--- config.mk ---
export PLATFORM = sky130hd
export DESIGN_NAME = dual_pwm_shared_period
export DESIGN_NICKNAME = d
export VERILOG_FILES = /design/src/hw/pwm3_pkg.sv /design/src/hw/count_tick_gen.sv /design/src/hw/dual_pwm_shared_period.sv
export VERILOG_INCLUDE_DIRS = /design/src /design/src/hw
export SDC_FILE = /design/constraint.sdc
export NUM_CORES = 1
export LEC_CHECK = 0
export ABC_AREA = 1
export BUFFER_PORTS_ARGS = -buffer_cell sky130_fd_sc_hd__buf_4
export CORE_UTILIZATION = 62
export CTS_CLUSTER_SIZE = 24
export DETAILED_ROUTE_END_ITERATION = 10
export HOLD_SLACK_MARGIN = 0.06
export PLACE_DENSITY = 0.84
export SKIP_LAST_GASP = 1
export SYNTH_ARGS = -nofsm -noshare
export SYNTH_HDL_FRONTEND = slang
export SYNTH_SLANG_ARGS = --single-unit
--- constraint.sdc ---
create_clock -name sys_clk_i -period 14.4 [get_ports sys_clk_i]
set_clock_uncertainty 0.05 [all_clocks]
set_input_delay 4.32 -clock sys_clk_i [delete_from_list [all_inputs] [get_ports sys_clk_i]]
set_output_delay 4.32 -clock sys_clk_i [all_outputs]
set_load 0.03 [all_outputs]
--- src/hw/pwm3_consts.svh ---
// Constants for the dual PWM shared-period timer
`ifndef PWM3_CONSTS_SVH
`define PWM3_CONSTS_SVH
`define CNT_W 16
`define CNT_ZERO 16'h0000
`define CNT_ONE 16'h0001
`define CNT_MAX 16'hffff
`define SRC_W 3
`define SRC_F1 3'h0
`define SRC_F2 3'h1
`define SRC_F4 3'h2
`define SRC_F8 3'h3
`define SRC_F32 3'h4
`define SRC_FOSC 3'h5
`define DIV_W 5
`define DIV_ZERO 5'h00
`define DIV_ONE 5'h01
`define GSEL_W 3
`define GREG_A0 3'h0
`define GREG_A1 3'h1
`define GREG_B0 3'h2
`define GREG_B1 3'h3
`define GREG_C0 3'h4
`define GREG_C1 3'h5
`define GREG_D0 3'h6
`define GREG_D1 3'h7
`define NGREG 8
`define NFLAG 5
`define FLG_MA0 0
`define FLG_MA1 1
`define FLG_MB0 2
`define FLG_MB1 3
`define FLG_OVF 4
`define FLAGS_ZERO 5'h00
`define STRT_W 4
`define STRT_RUN0 0
`define STRT_RUN1 1
`define STRT_SEL0 2
`define STRT_SEL1 3
`define BUF_W 4
`define BUF_C0 0
`define BUF_C1 1
`define BUF_D0 2
`define BUF_D1 3
`define INIT_A 0
`define INIT_B 1
`define INIT_RST 2'h0
`endif

--- src/hw/pwm3_pkg.sv ---
// Types shared by the dual PWM shared-period timer
`include "pwm3_consts.svh"
package pwm3_pkg;
    typedef logic [`CNT_W-1:0] count_t;
    typedef logic [`NFLAG-1:0] flags_t;
    typedef logic [`SRC_W-1:0] src_sel_t;
endpackage

--- src/hw/count_tick_gen.sv ---
// Count clock selection and prescaler producing a one-cycle count tick
`timescale 1ns/1ps
`include "pwm3_consts.svh"
module count_tick_gen
    import pwm3_pkg::*;
(
    input wire logic sys_clk_i,
    input wire logic reset_n_i,
    input wire logic clk_en_i,
    input wire src_sel_t clk_sel_i,
    input wire logic fast_osc_clock_i,
    output logic tick_o
);
    logic osc_meta_ff, osc_sync_ff, osc_prev_ff;
    logic [`DIV_W-1:0] div_ff;
    logic tick_ff;
    logic nxt_osc_meta, nxt_osc_sync, nxt_osc_prev, nxt_tick;
    logic [`DIV_W-1:0] nxt_div;

    function automatic logic src_tick(input src_sel_t sel, input logic [`DIV_W-1:0] div,
                                      input logic osc_rise);
        case (sel)
            `SRC_F1: src_tick = 1'b1;
            `SRC_F2: src_tick = div[0];
            `SRC_F4: src_tick = &div[1:0];
            `SRC_F8: src_tick = &div[2:0];
            `SRC_F32: src_tick = &div;
            `SRC_FOSC: src_tick = osc_rise;
            default: src_tick = 1'b0;
        endcase
    endfunction

    always_comb begin
        nxt_osc_meta = fast_osc_clock_i;
        nxt_osc_sync = osc_meta_ff;
        nxt_osc_prev = osc_sync_ff;
        nxt_div = div_ff + `DIV_ONE;
        // Oscillator edges sampled on the system clock, so it must run slower than half of it
        nxt_tick = src_tick(clk_sel_i, div_ff, osc_sync_ff & ~osc_prev_ff);
    end

    always_ff @(posedge sys_clk_i) begin
        if (!reset_n_i) begin
            osc_meta_ff <= 1'b0;
            osc_sync_ff <= 1'b0;
            osc_prev_ff <= 1'b0;
            div_ff <= `DIV_ZERO;
            tick_ff <= 1'b0;
        end else if (clk_en_i) begin
            osc_meta_ff <= nxt_osc_meta;
            osc_sync_ff <= nxt_osc_sync;
            osc_prev_ff <= nxt_osc_prev;
            div_ff <= nxt_div;
            tick_ff <= nxt_tick;
        end
    end

    assign tick_o = tick_ff;
endmodule

--- src/hw/dual_pwm_shared_period.sv ---
// Dual PWM shared-period timer: counter, compares, outputs, status
//
// Overview of operation
// - Two PWM outputs share one period register
// - Count clock from divided or oscillator sources
// - Only main counter counts; second counter unused
// - Period lasts period value plus one ticks
// - Output A active from n to m
// - Output B active from q to p
// - Writing run bit 1 starts counting
// - Software stop holds outputs at current levels
// - Auto stop clears run bit on period match
// - Channel 1 run bit cleared by its match
// - Compare matches and overflow raise request flags
// - Channel 0 A and B pins drive PWM
// - External pin can force pulse outputs off
// - Main counter readable and loadable
// - Per-pin active level, optional buffered compares
// - A uses the period and one compare, B uses two
// - Initial level driven when initial register written
// - Flags clear by write zero after read one
`timescale 1ns/1ps
`include "pwm3_consts.svh"
module dual_pwm_shared_period
    import pwm3_pkg::*;
(
    input wire logic sys_clk_i,
    input wire logic reset_n_i,
    input wire logic clk_en_i,
    input wire src_sel_t clk_sel_i,
    input wire logic fast_osc_clock_i,
    input wire logic start_ctrl_wr_i,
    input wire logic [`STRT_W-1:0] start_ctrl_wdata_i,
    input wire logic counter_wr_i,
    input wire count_t counter_wdata_i,
    input wire logic greg_wr_i,
    input wire logic [`GSEL_W-1:0] greg_sel_i,
    input wire count_t greg_wdata_i,
    input wire logic [`BUF_W-1:0] buf_en_i,
    input wire logic init_level_wr_i,
    input wire logic [1:0] init_level_wdata_i,
    input wire logic status_rd_i,
    input wire logic status_wr_i,
    input wire flags_t status_wdata_i,
    input wire logic cutoff_en_i,
    input wire logic ext_irq_pin_i,
    output logic run_bit_ch0_o,
    output logic run_bit_ch1_o,
    output logic stop_select_ch0_o,
    output logic stop_select_ch1_o,
    output count_t main_counter_o,
    output flags_t status_o,
    output logic ext_irq_sync_o,
    output logic pwm_out_a_o,
    output logic pwm_out_a_oe_n_o,
    output logic pwm_out_b_o,
    output logic pwm_out_b_oe_n_o
);
    logic tick;
    count_t cnt_ff, nxt_cnt;
    count_t greg_ff [`NGREG];
    count_t nxt_greg [`NGREG];
    logic run0_ff, run1_ff, sel0_ff, sel1_ff;
    logic nxt_run0, nxt_run1, nxt_sel0, nxt_sel1;
    logic [1:0] init_ff, nxt_init;
    logic lvl_a_ff, lvl_b_ff, nxt_lvl_a, nxt_lvl_b;
    flags_t flags_ff, nxt_flags, arm_ff, nxt_arm, set_flags, clr_flags;
    logic irq_meta_ff, irq_sync_ff, cut_ff, nxt_cut;
    logic counting, m_a0, m_a1, m_b0, m_b1, ovf;

    count_tick_gen u_tick (
        .sys_clk_i(sys_clk_i),
        .reset_n_i(reset_n_i),
        .clk_en_i(clk_en_i),
        .clk_sel_i(clk_sel_i),
        .fast_osc_clock_i(fast_osc_clock_i),
        .tick_o(tick)
    );

    // Compares sample the counter only on a count tick while running
    always_comb begin
        counting = tick & run0_ff;
        m_a0 = counting & (cnt_ff == greg_ff[`GREG_A0]);
        m_a1 = counting & (cnt_ff == greg_ff[`GREG_A1]);
        m_b0 = counting & (cnt_ff == greg_ff[`GREG_B0]);
        m_b1 = counting & (cnt_ff == greg_ff[`GREG_B1]);
        ovf = counting & (cnt_ff == `CNT_MAX) & ~m_a0;
    end

    // Counter
    always_comb begin
        nxt_cnt = cnt_ff;
        if (counter_wr_i) begin
            nxt_cnt = counter_wdata_i;
        end else if (m_a0) begin
            nxt_cnt = `CNT_ZERO;
        end else if (counting) begin
            nxt_cnt = cnt_ff + `CNT_ONE;
        end
    end

    always_ff @(posedge sys_clk_i) begin
        if (!reset_n_i) begin
            cnt_ff <= `CNT_ZERO;
        end else if (clk_en_i) begin
            cnt_ff <= nxt_cnt;
        end
    end

    // General registers; buffers load their partners at the period match
    always_comb begin
        for (int i = 0; i < `NGREG; i++) begin
            nxt_greg[i] = greg_ff[i];
        end
        if (m_a0) begin
            if (buf_en_i[`BUF_C0]) nxt_greg[`GREG_A0] = greg_ff[`GREG_C0];
            if (buf_en_i[`BUF_C1]) nxt_greg[`GREG_A1] = greg_ff[`GREG_C1];
            if (buf_en_i[`BUF_D0]) nxt_greg[`GREG_B0] = greg_ff[`GREG_D0];
            if (buf_en_i[`BUF_D1]) nxt_greg[`GREG_B1] = greg_ff[`GREG_D1];
        end
        if (greg_wr_i) begin
            nxt_greg[greg_sel_i] = greg_wdata_i;
        end
    end

    generate
        for (genvar g = 0; g < `NGREG; g++) begin : gen_greg
            always_ff @(posedge sys_clk_i) begin
                if (!reset_n_i) begin
                    greg_ff[g] <= `CNT_MAX;
                end else if (clk_en_i) begin
                    greg_ff[g] <= nxt_greg[g];
                end
            end
        end
    endgenerate

    // Start control; a software write beats a same-cycle automatic stop
    always_comb begin
        nxt_run0 = run0_ff;
        nxt_run1 = run1_ff;
        nxt_sel0 = sel0_ff;
        nxt_sel1 = sel1_ff;
        if (start_ctrl_wr_i) begin
            nxt_run0 = start_ctrl_wdata_i[`STRT_RUN0];
            nxt_run1 = start_ctrl_wdata_i[`STRT_RUN1];
            nxt_sel0 = start_ctrl_wdata_i[`STRT_SEL0];
            nxt_sel1 = start_ctrl_wdata_i[`STRT_SEL1];
        end else begin
            if (m_a0 && !sel0_ff) nxt_run0 = 1'b0;
            if (m_a1 && !sel1_ff) nxt_run1 = 1'b0;
        end
    end

    always_ff @(posedge sys_clk_i) begin
        if (!reset_n_i) begin
            run0_ff <= 1'b0;
            run1_ff <= 1'b0;
            sel0_ff <= 1'b0;
            sel1_ff <= 1'b0;
        end else if (clk_en_i) begin
            run0_ff <= nxt_run0;
            run1_ff <= nxt_run1;
            sel0_ff <= nxt_sel0;
            sel1_ff <= nxt_sel1;
        end
    end

    // Output levels; the initial level is the inactive one, its inverse active
    always_comb begin
        nxt_init = init_ff;
        nxt_lvl_a = lvl_a_ff;
        nxt_lvl_b = lvl_b_ff;
        if (init_level_wr_i) begin
            nxt_init = init_level_wdata_i;
            nxt_lvl_a = init_level_wdata_i[`INIT_A];
            nxt_lvl_b = init_level_wdata_i[`INIT_B];
        end else begin
            // Return wins over activate when both compares hit together
            if (m_a0) nxt_lvl_a = init_ff[`INIT_A];
            else if (m_a1) nxt_lvl_a = ~init_ff[`INIT_A];
            if (m_b0) nxt_lvl_b = init_ff[`INIT_B];
            else if (m_b1) nxt_lvl_b = ~init_ff[`INIT_B];
        end
    end

    always_ff @(posedge sys_clk_i) begin
        if (!reset_n_i) begin
            init_ff <= `INIT_RST;
            lvl_a_ff <= 1'b0;
            lvl_b_ff <= 1'b0;
        end else if (clk_en_i) begin
            init_ff <= nxt_init;
            lvl_a_ff <= nxt_lvl_a;
            lvl_b_ff <= nxt_lvl_b;
        end
    end

    // Status flags; a hardware set beats a clear in the same cycle
    always_comb begin
        set_flags = `FLAGS_ZERO;
        set_flags[`FLG_MA0] = m_a0;
        set_flags[`FLG_MA1] = m_a1;
        set_flags[`FLG_MB0] = m_b0;
        set_flags[`FLG_MB1] = m_b1;
        set_flags[`FLG_OVF] = ovf;
        clr_flags = status_wr_i ? (arm_ff & ~status_wdata_i) : `FLAGS_ZERO;
        nxt_flags = set_flags | (flags_ff & ~clr_flags);
        nxt_arm = arm_ff;
        if (status_wr_i) nxt_arm = `FLAGS_ZERO;
        else if (status_rd_i) nxt_arm = flags_ff;
    end

    always_ff @(posedge sys_clk_i) begin
        if (!reset_n_i) begin
            flags_ff <= `FLAGS_ZERO;
            arm_ff <= `FLAGS_ZERO;
        end else if (clk_en_i) begin
            flags_ff <= nxt_flags;
            arm_ff <= nxt_arm;
        end
    end

    // External pin sync and forced cutoff on a low pin level
    always_comb begin
        nxt_cut = cutoff_en_i & ~irq_sync_ff;
    end

    always_ff @(posedge sys_clk_i) begin
        if (!reset_n_i) begin
            irq_meta_ff <= 1'b1;
            irq_sync_ff <= 1'b1;
            cut_ff <= 1'b0;
        end else if (clk_en_i) begin
            irq_meta_ff <= ext_irq_pin_i;
            irq_sync_ff <= irq_meta_ff;
            cut_ff <= nxt_cut;
        end
    end

    assign run_bit_ch0_o = run0_ff;
    assign run_bit_ch1_o = run1_ff;
    assign stop_select_ch0_o = sel0_ff;
    assign stop_select_ch1_o = sel1_ff;
    assign main_counter_o = cnt_ff;
    assign status_o = flags_ff;
    assign ext_irq_sync_o = irq_sync_ff;
    assign pwm_out_a_o = lvl_a_ff;
    assign pwm_out_b_o = lvl_b_ff;
    assign pwm_out_a_oe_n_o = cut_ff;
    assign pwm_out_b_oe_n_o = cut_ff;
endmodule

==> flow_summary_export.csv, run 1 <==
group,metric,value,unit
status,status,"complete, no violations",
cts,root_buffer,"clkbuf_16",
route,vias_per_cell,6.09,
worst_setup_path,cp_cell_sequence,"buf_4 -> inv_1 -> nor2_2 -> nand2_1 -> inv_1 -> nand2_1 -> nand3_1",
route,via_count,9289,
synth,yosys_warnings,0,
worst_hold_path,hp-class,"flop to flop",
pwr,irDropWorstVdd,0.0000864,V
die,fp.dieArea,17000,µm²
die,fp.dieH,130,µm
cts,hold_buffers,0,
worst_setup_path,cp.required,14.62,ns
timing,slew_headroom,22.2,%
worst_setup_path,path_class,"input pin to flop",
pwr,leakagePower,4.46,nW
global_routing,grt_start_max_net_pins,102,
route,wirelength,29000,µm
die,io_pins,95,
die,dieWidth,130,µm
synth,synth_cell_type_count,38,
cts,insertion_delay,0.43,ns
timing,timing.final.crit_share,45.9,%
synth,syn_inst,1275,
worst_setup_path,max_stage_delay,0.62,ns
timing,fin_crit,6.61,ns
layout,antenna_cells,0,
timing,setup_tns,0,ns
pwr,power_density,102,nW/µm²
worst_setup_path,worst_ep_arrival_time,6.83,ns
worst_setup_path,worst-path-buf-inv,3,
global_routing,grt.total_usage,35.7,%
global_routing,grt_overflow_total,0,
timing,worst_pin_slew,1.16,ns
synth,async_reset_ff_share,0,%
route,drt_iter0_markers,1009,
synth,synth_fp_nets,1344,
global_routing,grt_pass1_vias,8522,
place,hpwlAfterDp,18600,µm
layout,utilization,70.9,%
layout,fin_nets,1366,
die,core_area,16000,µm²
timing,fmax,0.151,GHz
cts,cts_made_buffers,17,
synth,synth_ff_type,"edfxtp_1",
place,io_buffers,94,
global_routing,antenna_found_initial,0,
worst_setup_path,end_kind,"flop",
cts,path_clk_slew,0.07,ns
layout,fillers,1302,
layout,drive_above_1_share,12.7,%
die,rows,46,
cts,post_cts_buffers,0,
route,remaining_drc_errors,0,
route,wire_per_inst,19.0,µm
cts,h-tree-depth,4,
synth,synth_area_per_cell,8.02,µm²
cts,cts_tree,"done",
cts,cts.repair.resized,0,
layout,syn_to_final_growth,10.9,%
worst_setup_path,start_kind,"input pin",
global_routing,grt_pass1_wl,45300,µm
place,gp_congestion,0.919,
synth,ys_seq_area_share,46.6,%
cts,clock_path_buffers,2,
timing,hold_viol_final,0,
cts,cts.sinks,174,
die,start_util,63.9,%
synth,ys_seq_elements,174,
route,first_pass_iters,6,
timing,report.final.slew_viol_count,0,
worst_setup_path,cpLargestDelayFamily,"simple AND/OR/NAND/NOR gates",
job,drv_cap,0,
worst_setup_path,cp_slowest_cell,"nor2_2",
timing,setup_viol_count_final,0,
route,drtAntennaViolNets,0,
synth,syn-cell-area,10200,µm²
worst_setup_path,worstPathMaxFanout,26,
synth,synth_edf_count,128,
timing,rsz0062_at_grt,"false",
==> cell families after synthesis <==
kind of cell,count (synthesis),share of synthesized area [%]
and+or+nand+nor,599,25.0
AOI/OAI and AO/OA,233,15.1
buffers and inverters,229,9.74
DFF,174,46.6
xor gates and xnor gates,36,3.08
adders and majority gates,4,0.489
==> per-layer routing <==
metal / share of wire, % / global-route usage [%] / up-vias
li1: - / - / 4369
met1: 39 / 47.8 / 4229
met2: 44 / 56.0 / 614
met3: 12 / 6.80 / 77
met4: 4.4 / 17.8 / 0
met5: 0 / 0 / -
==> synthesized netlist by cell type, types with 3 or more instances <==
| cell | n | area (µm²) |
|---|---|---|
| o21ai_1 | 7 | 35.0 |
| buf_6 | 9 | 101 |
| nor2_2 | 3 | 18.8 |
| nor2_1 | 49 | 184 |
| nor4_1 | 9 | 56.3 |
| inv_1 | 122 | 458 |
| nand3b_1 | 4 | 30.0 |
| clkbuf_8 | 3 | 41.3 |
| o211ai_2 | 15 | 188 |
| clkbuf_1 | 65 | 244 |
| xnor2_1 | 24 | 210 |
| nand4_1 | 24 | 150 |
| xor2_1 | 12 | 105 |
| o211ai_1 | 86 | 646 |
| nand2_1 | 385 | 1450 |
| edfxtp_1 | 128 | 3840 |
| a21oi_1 | 22 | 110 |
| a31oi_1 | 15 | 93.8 |
| buf_2 | 10 | 50.1 |
| inv_2 | 7 | 26.3 |
| nor3_1 | 6 | 30.0 |
| nand3_1 | 113 | 566 |
| dfxtp_1 | 46 | 921 |
| ha_1 | 4 | 50.1 |
| o22ai_1 | 4 | 25.0 |
| buf_1 | 5 | 18.8 |
| buf_4 | 7 | 52.6 |
| o21ai_0 | 77 | 385 |
| nor2_4 | 3 | 33.8 |
==> cell type report <==
type / instances / area (µm²) / share of cell area [%]
flip-flops and latches: 174 / 4760 / 42.0
multi-input cells: 872 / 4500 / 39.6
repair buffers: 102 / 766 / 6.75
inverters: 130 / 489 / 4.31
clock buffers: 21 / 440 / 3.88
well taps: 216 / 270 / 2.38
clock inverters: 11 / 119 / 1.05
==> through the flow <==
stage               power [mW]  cells  area (µm²)  worst slack (ns)  hold slack, ns
floorplan                0.670   1275       10200              4.65           0.372
global placement         0.715   1494       10800              7.61           0.392
detailed placement       0.719   1494       10800              7.45           0.390
CTS                       1.16   1526       11300              7.90           0.406
global route              1.20   1526       11300              7.65           0.429
finish                    1.16   1526       11300              7.79           0.410
==> placed cells by master, fill, tap and decap left out, types with 2 or more instances in the layout <==
master	n
nor2_1	47
clkbuf_1	4
edfxtp_1	128
clkinv_1	2
nand4_1	24
o21ai_0	76
a31oi_1	15
o21ai_1	7
nor4_1	9
bufinv_16	2
o211ai_1	86
o22ai_1	4
xor2_1	12
xnor2_1	24
o211ai_2	15
nand3_1	113
clkinv_2	3
nor2_2	4
nand2_1	385
inv_2	7
nor3_1	5
nand3b_1	4
nor2_4	4
buf_4	102
clkinvlp_4	6
ha_1	4
a32o_1	2
dfxtp_1	46
inv_1	121
a211oi_1	2
clkbuf_16	17
a21oi_1	21
==> worst paths after layout <==
| check | slack [ns] | start | endpoint | cells past startpoint |
|---|---|---|---|---|
| hold / removal | 0.41 | irq_meta_ff | irq_meta_ff | 2 |
| hold reg to reg | 0.41 | irq_meta_ff | irq_meta_ff | 2 |
| setup reg to reg | 11.16 | main_counter_o[4] | greg_ff[0][22] | 11 |
| setup / recovery | 7.79 | greg_wr_i | greg_ff[0][46] | 7 |
==> power breakdown <==
part	internal [mW]	switching (mW)
Sequential	0.558	0.0175
Combinational	0.0446	0.0921
Clock	0.254	0.195
==> worst register-to-register path: cells and delay by family (launching register included) <==
family | cells | cell delay [ns]
compound gates | 1 | 0.11
buf+inv | 1 | 0.18
flops | 1 | 0.78
simple gates | 9 | 1.84
==> registers in the layout (all words and copies together), names as in the netlist, 2 cells and up <==
signal,flops
main_counter_o,16
greg_ff,128
u_tick.div_ff,5
status_o,5
arm_ff,5
init_ff,2
Note: power is estimated with default switching activity, not from simulation.
==> run 2: changes to the inputs <==
- CORE_UTILIZATION: 62 -> 54
- PLACE_DENSITY: 0.84 -> 0.77
- clock period: 14.4 -> 5.9 ns (I/O delays scaled with it)
==> run 2 against run 1 <==
Effect of this change: non-clock buffer count down 1; final cell count rose by 0.79%; first-iteration DRC count grew 24%; register-to-register slack got worse by 8.4 ns; flip-flop and latch count is the same; sequential power rose by 140%; clock power rose to 2.5 times the previous value; worst hold slack lost 0.0061 ns.
==> flow_summary_export.csv, run 2 (synthesized netlist as in run 1, its figures left out) <==
group,metric,value,unit
status,status,"complete, no violations",
cts,h-tree-depth,4,
cts,insertion_delay,0.44,ns
die,core_area,18300,µm²
worst_setup_path,cp_num_cells,7,
timing,timing.final.crit_share,67.2,%
worst_setup_path,startpoint,"greg_wr_i",
die,fp.dieArea,19500,µm²
die,dieWidth,140,µm
layout,drive_above_1_share,12.8,%
cts,root_buffer,"clkbuf_16",
route,via_count,9220,
place,gp_congestion,0.962,
layout,seq_area,4760,µm²
cts,cts_made_buffers,17,
cts,post_cts_buffers,0,
route,drt_iter0_markers,1254,
worst_setup_path,rr_endpoint,"greg_ff[0][19]",
place,io_buffers,94,
global_routing,antenna_found_initial,0,
layout,antenna_cells,0,
die,fp.dieH,140,µm
timing,setup_tns,0,ns
cts,path_clk_slew,0.06,ns
job,drv_cap,0,
cts,cts.sinks,174,
worst_setup_path,rr_startpoint,"main_counter_o[10]",
layout,fin_nets,1365,
timing,report.final.slew_viol_count,0,
layout,regMostFlops,"greg_ff",
worst_setup_path,end_kind,"flop",
worst_setup_path,worst-r2r-setup-slack,2.77,ns
worst_setup_path,worst-path-buf-inv,3,
timing,fmax,0.252,GHz
layout,syn_to_final_growth,11.3,%
pwr,power_density,252,nW/µm²
die,start_util,56.0,%
route,first_pass_iters,6,
timing,slew_headroom,22.5,%
global_routing,grt_pass1_wl,45800,µm
worst_setup_path,path_class,"input pin to flop",
global_routing,grt_overflow_total,0,
timing,setup_viol_count_final,0,
route,wirelength,29200,µm
die,rows,49,
layout,instances_no_fill,1538,
global_routing,grt.total_usage,30.7,%
pwr,irDropWorstVdd,0.000226,V
worst_hold_path,hold_depth,1,
cts,cts_tree,"done",
cts,clock_path_buffers,2,
worst_hold_path,min_from,"u_tick.div_ff[3]",
route,wire_per_inst,19.0,µm
route,drtAntennaViolNets,0,
timing,hold_viol_final,0,
worst_setup_path,cp.required,6.14,ns
timing,worst_pin_slew,1.16,ns
cts,hold_buffers,0,
pwr,power,2.87,mW
layout,multiInputGateArea,4500,µm²
layout,largest_reg_flops,128,
timing,fin_crit,3.97,ns
place,hpwlAfterDp,19500,µm
worst_setup_path,cp_slowest_cell,"nor2_2",
place,placedCellCount,1506,
route,remaining_drc_errors,0,
layout,final_cell_mix,"nand2_1, edfxtp_1, inv_1",
worst_setup_path,max_stage_delay,0.59,ns
global_routing,grt_start_max_net_pins,68,
timing,rsz0062_at_grt,"false",
worst_hold_path,hp-class,"flop to flop",
place,dp_worst_setup_slack,1.57,ns
cts,cts.repair.resized,0,
worst_setup_path,cp_cell_sequence,"buf_4 -> inv_1 -> nor2_2 -> nand2_1 -> inv_1 -> nand2_1 -> nand3_1",
die,io_pins,95,
global_routing,grt_pass1_vias,8277,
worst_hold_path,min_to,"u_tick.div_ff[3]",
layout,fillers,1595,
route,vias_per_cell,5.99,
pwr,leakagePower,4.48,nW
layout,mostFrequentLayoutCell,"nand2_1",
worst_setup_path,worst_ep_arrival_time,4.21,ns
worst_setup_path,r2r_cells,11,
layout,utilization,62.3,%
timing,setup_ws,1.93,ns
worst_setup_path,start_kind,"input pin",
worst_setup_path,worstPathMaxFanout,26,
worst_setup_path,cpLargestDelayFamily,"simple AND/OR/NAND/NOR gates",
run 2: cell count changes in the layout (fill, tap and decap cells not counted):
cell / previous run / this run
clkbuf_1: 4 / 1
inv_6: 0 / 5
clkinv_2: 3 / 2
inv_8: 0 / 1
clkinvlp_4: 6 / 4
buf_4: 102 / 101
run 2: layout make-up:
cell class / instances / area share (%)
Clock inverter: 14 / 1.35
Multi-Input combinational cell: 872 / 39.5
Clock buffer: 18 / 3.77
Sequential cell: 174 / 41.9
Timing Repair Buffer: 101 / 6.66
Inverter: 130 / 4.30
Tap cell: 229 / 2.52
run 2: metrics by stage:
step	hold slack [ns]	area, µm²
finish	0.404	11400
global placement	0.386	10800
global route	0.429	11400
detailed placement	0.391	10800
CTS	0.402	11400
floorplan	0.372	10200
run 2: power breakdown:
group	internal (mW)	total, mW	switching, mW
sequential	1.36	1.40	0.0431
combinational	0.108	0.328	0.220
clock	0.630	1.14	0.506
run 2: worst reg2reg max path, delay by kind of cell (launching register included):
family	cells	cell delay, ns
AND/OR/NAND/NOR	9	1.87
flip-flops	1	0.66
buffers and inverters	1	0.14
AO/OA/AOI/OAI	1	0.14
run 2: how the worst max path moves through the flow:
stage                     endpoint
floorplan            greg_ff[1][0]
detailed placement  greg_ff[1][43]
finish              greg_ff[0][42]
global placement    greg_ff[1][35]
global route        greg_ff[0][47]
CTS                 greg_ff[1][43]
run 2: per-layer routing:
layer  vias to the layer above  part of all wire, %  track usage (%)
met5                         -                    0                0
met4                         0                  3.8             13.4
met3                        92                   12             5.71
met2                       587                   43             46.3
met1                      4166                   41             43.3
li1                       4375                    -                -
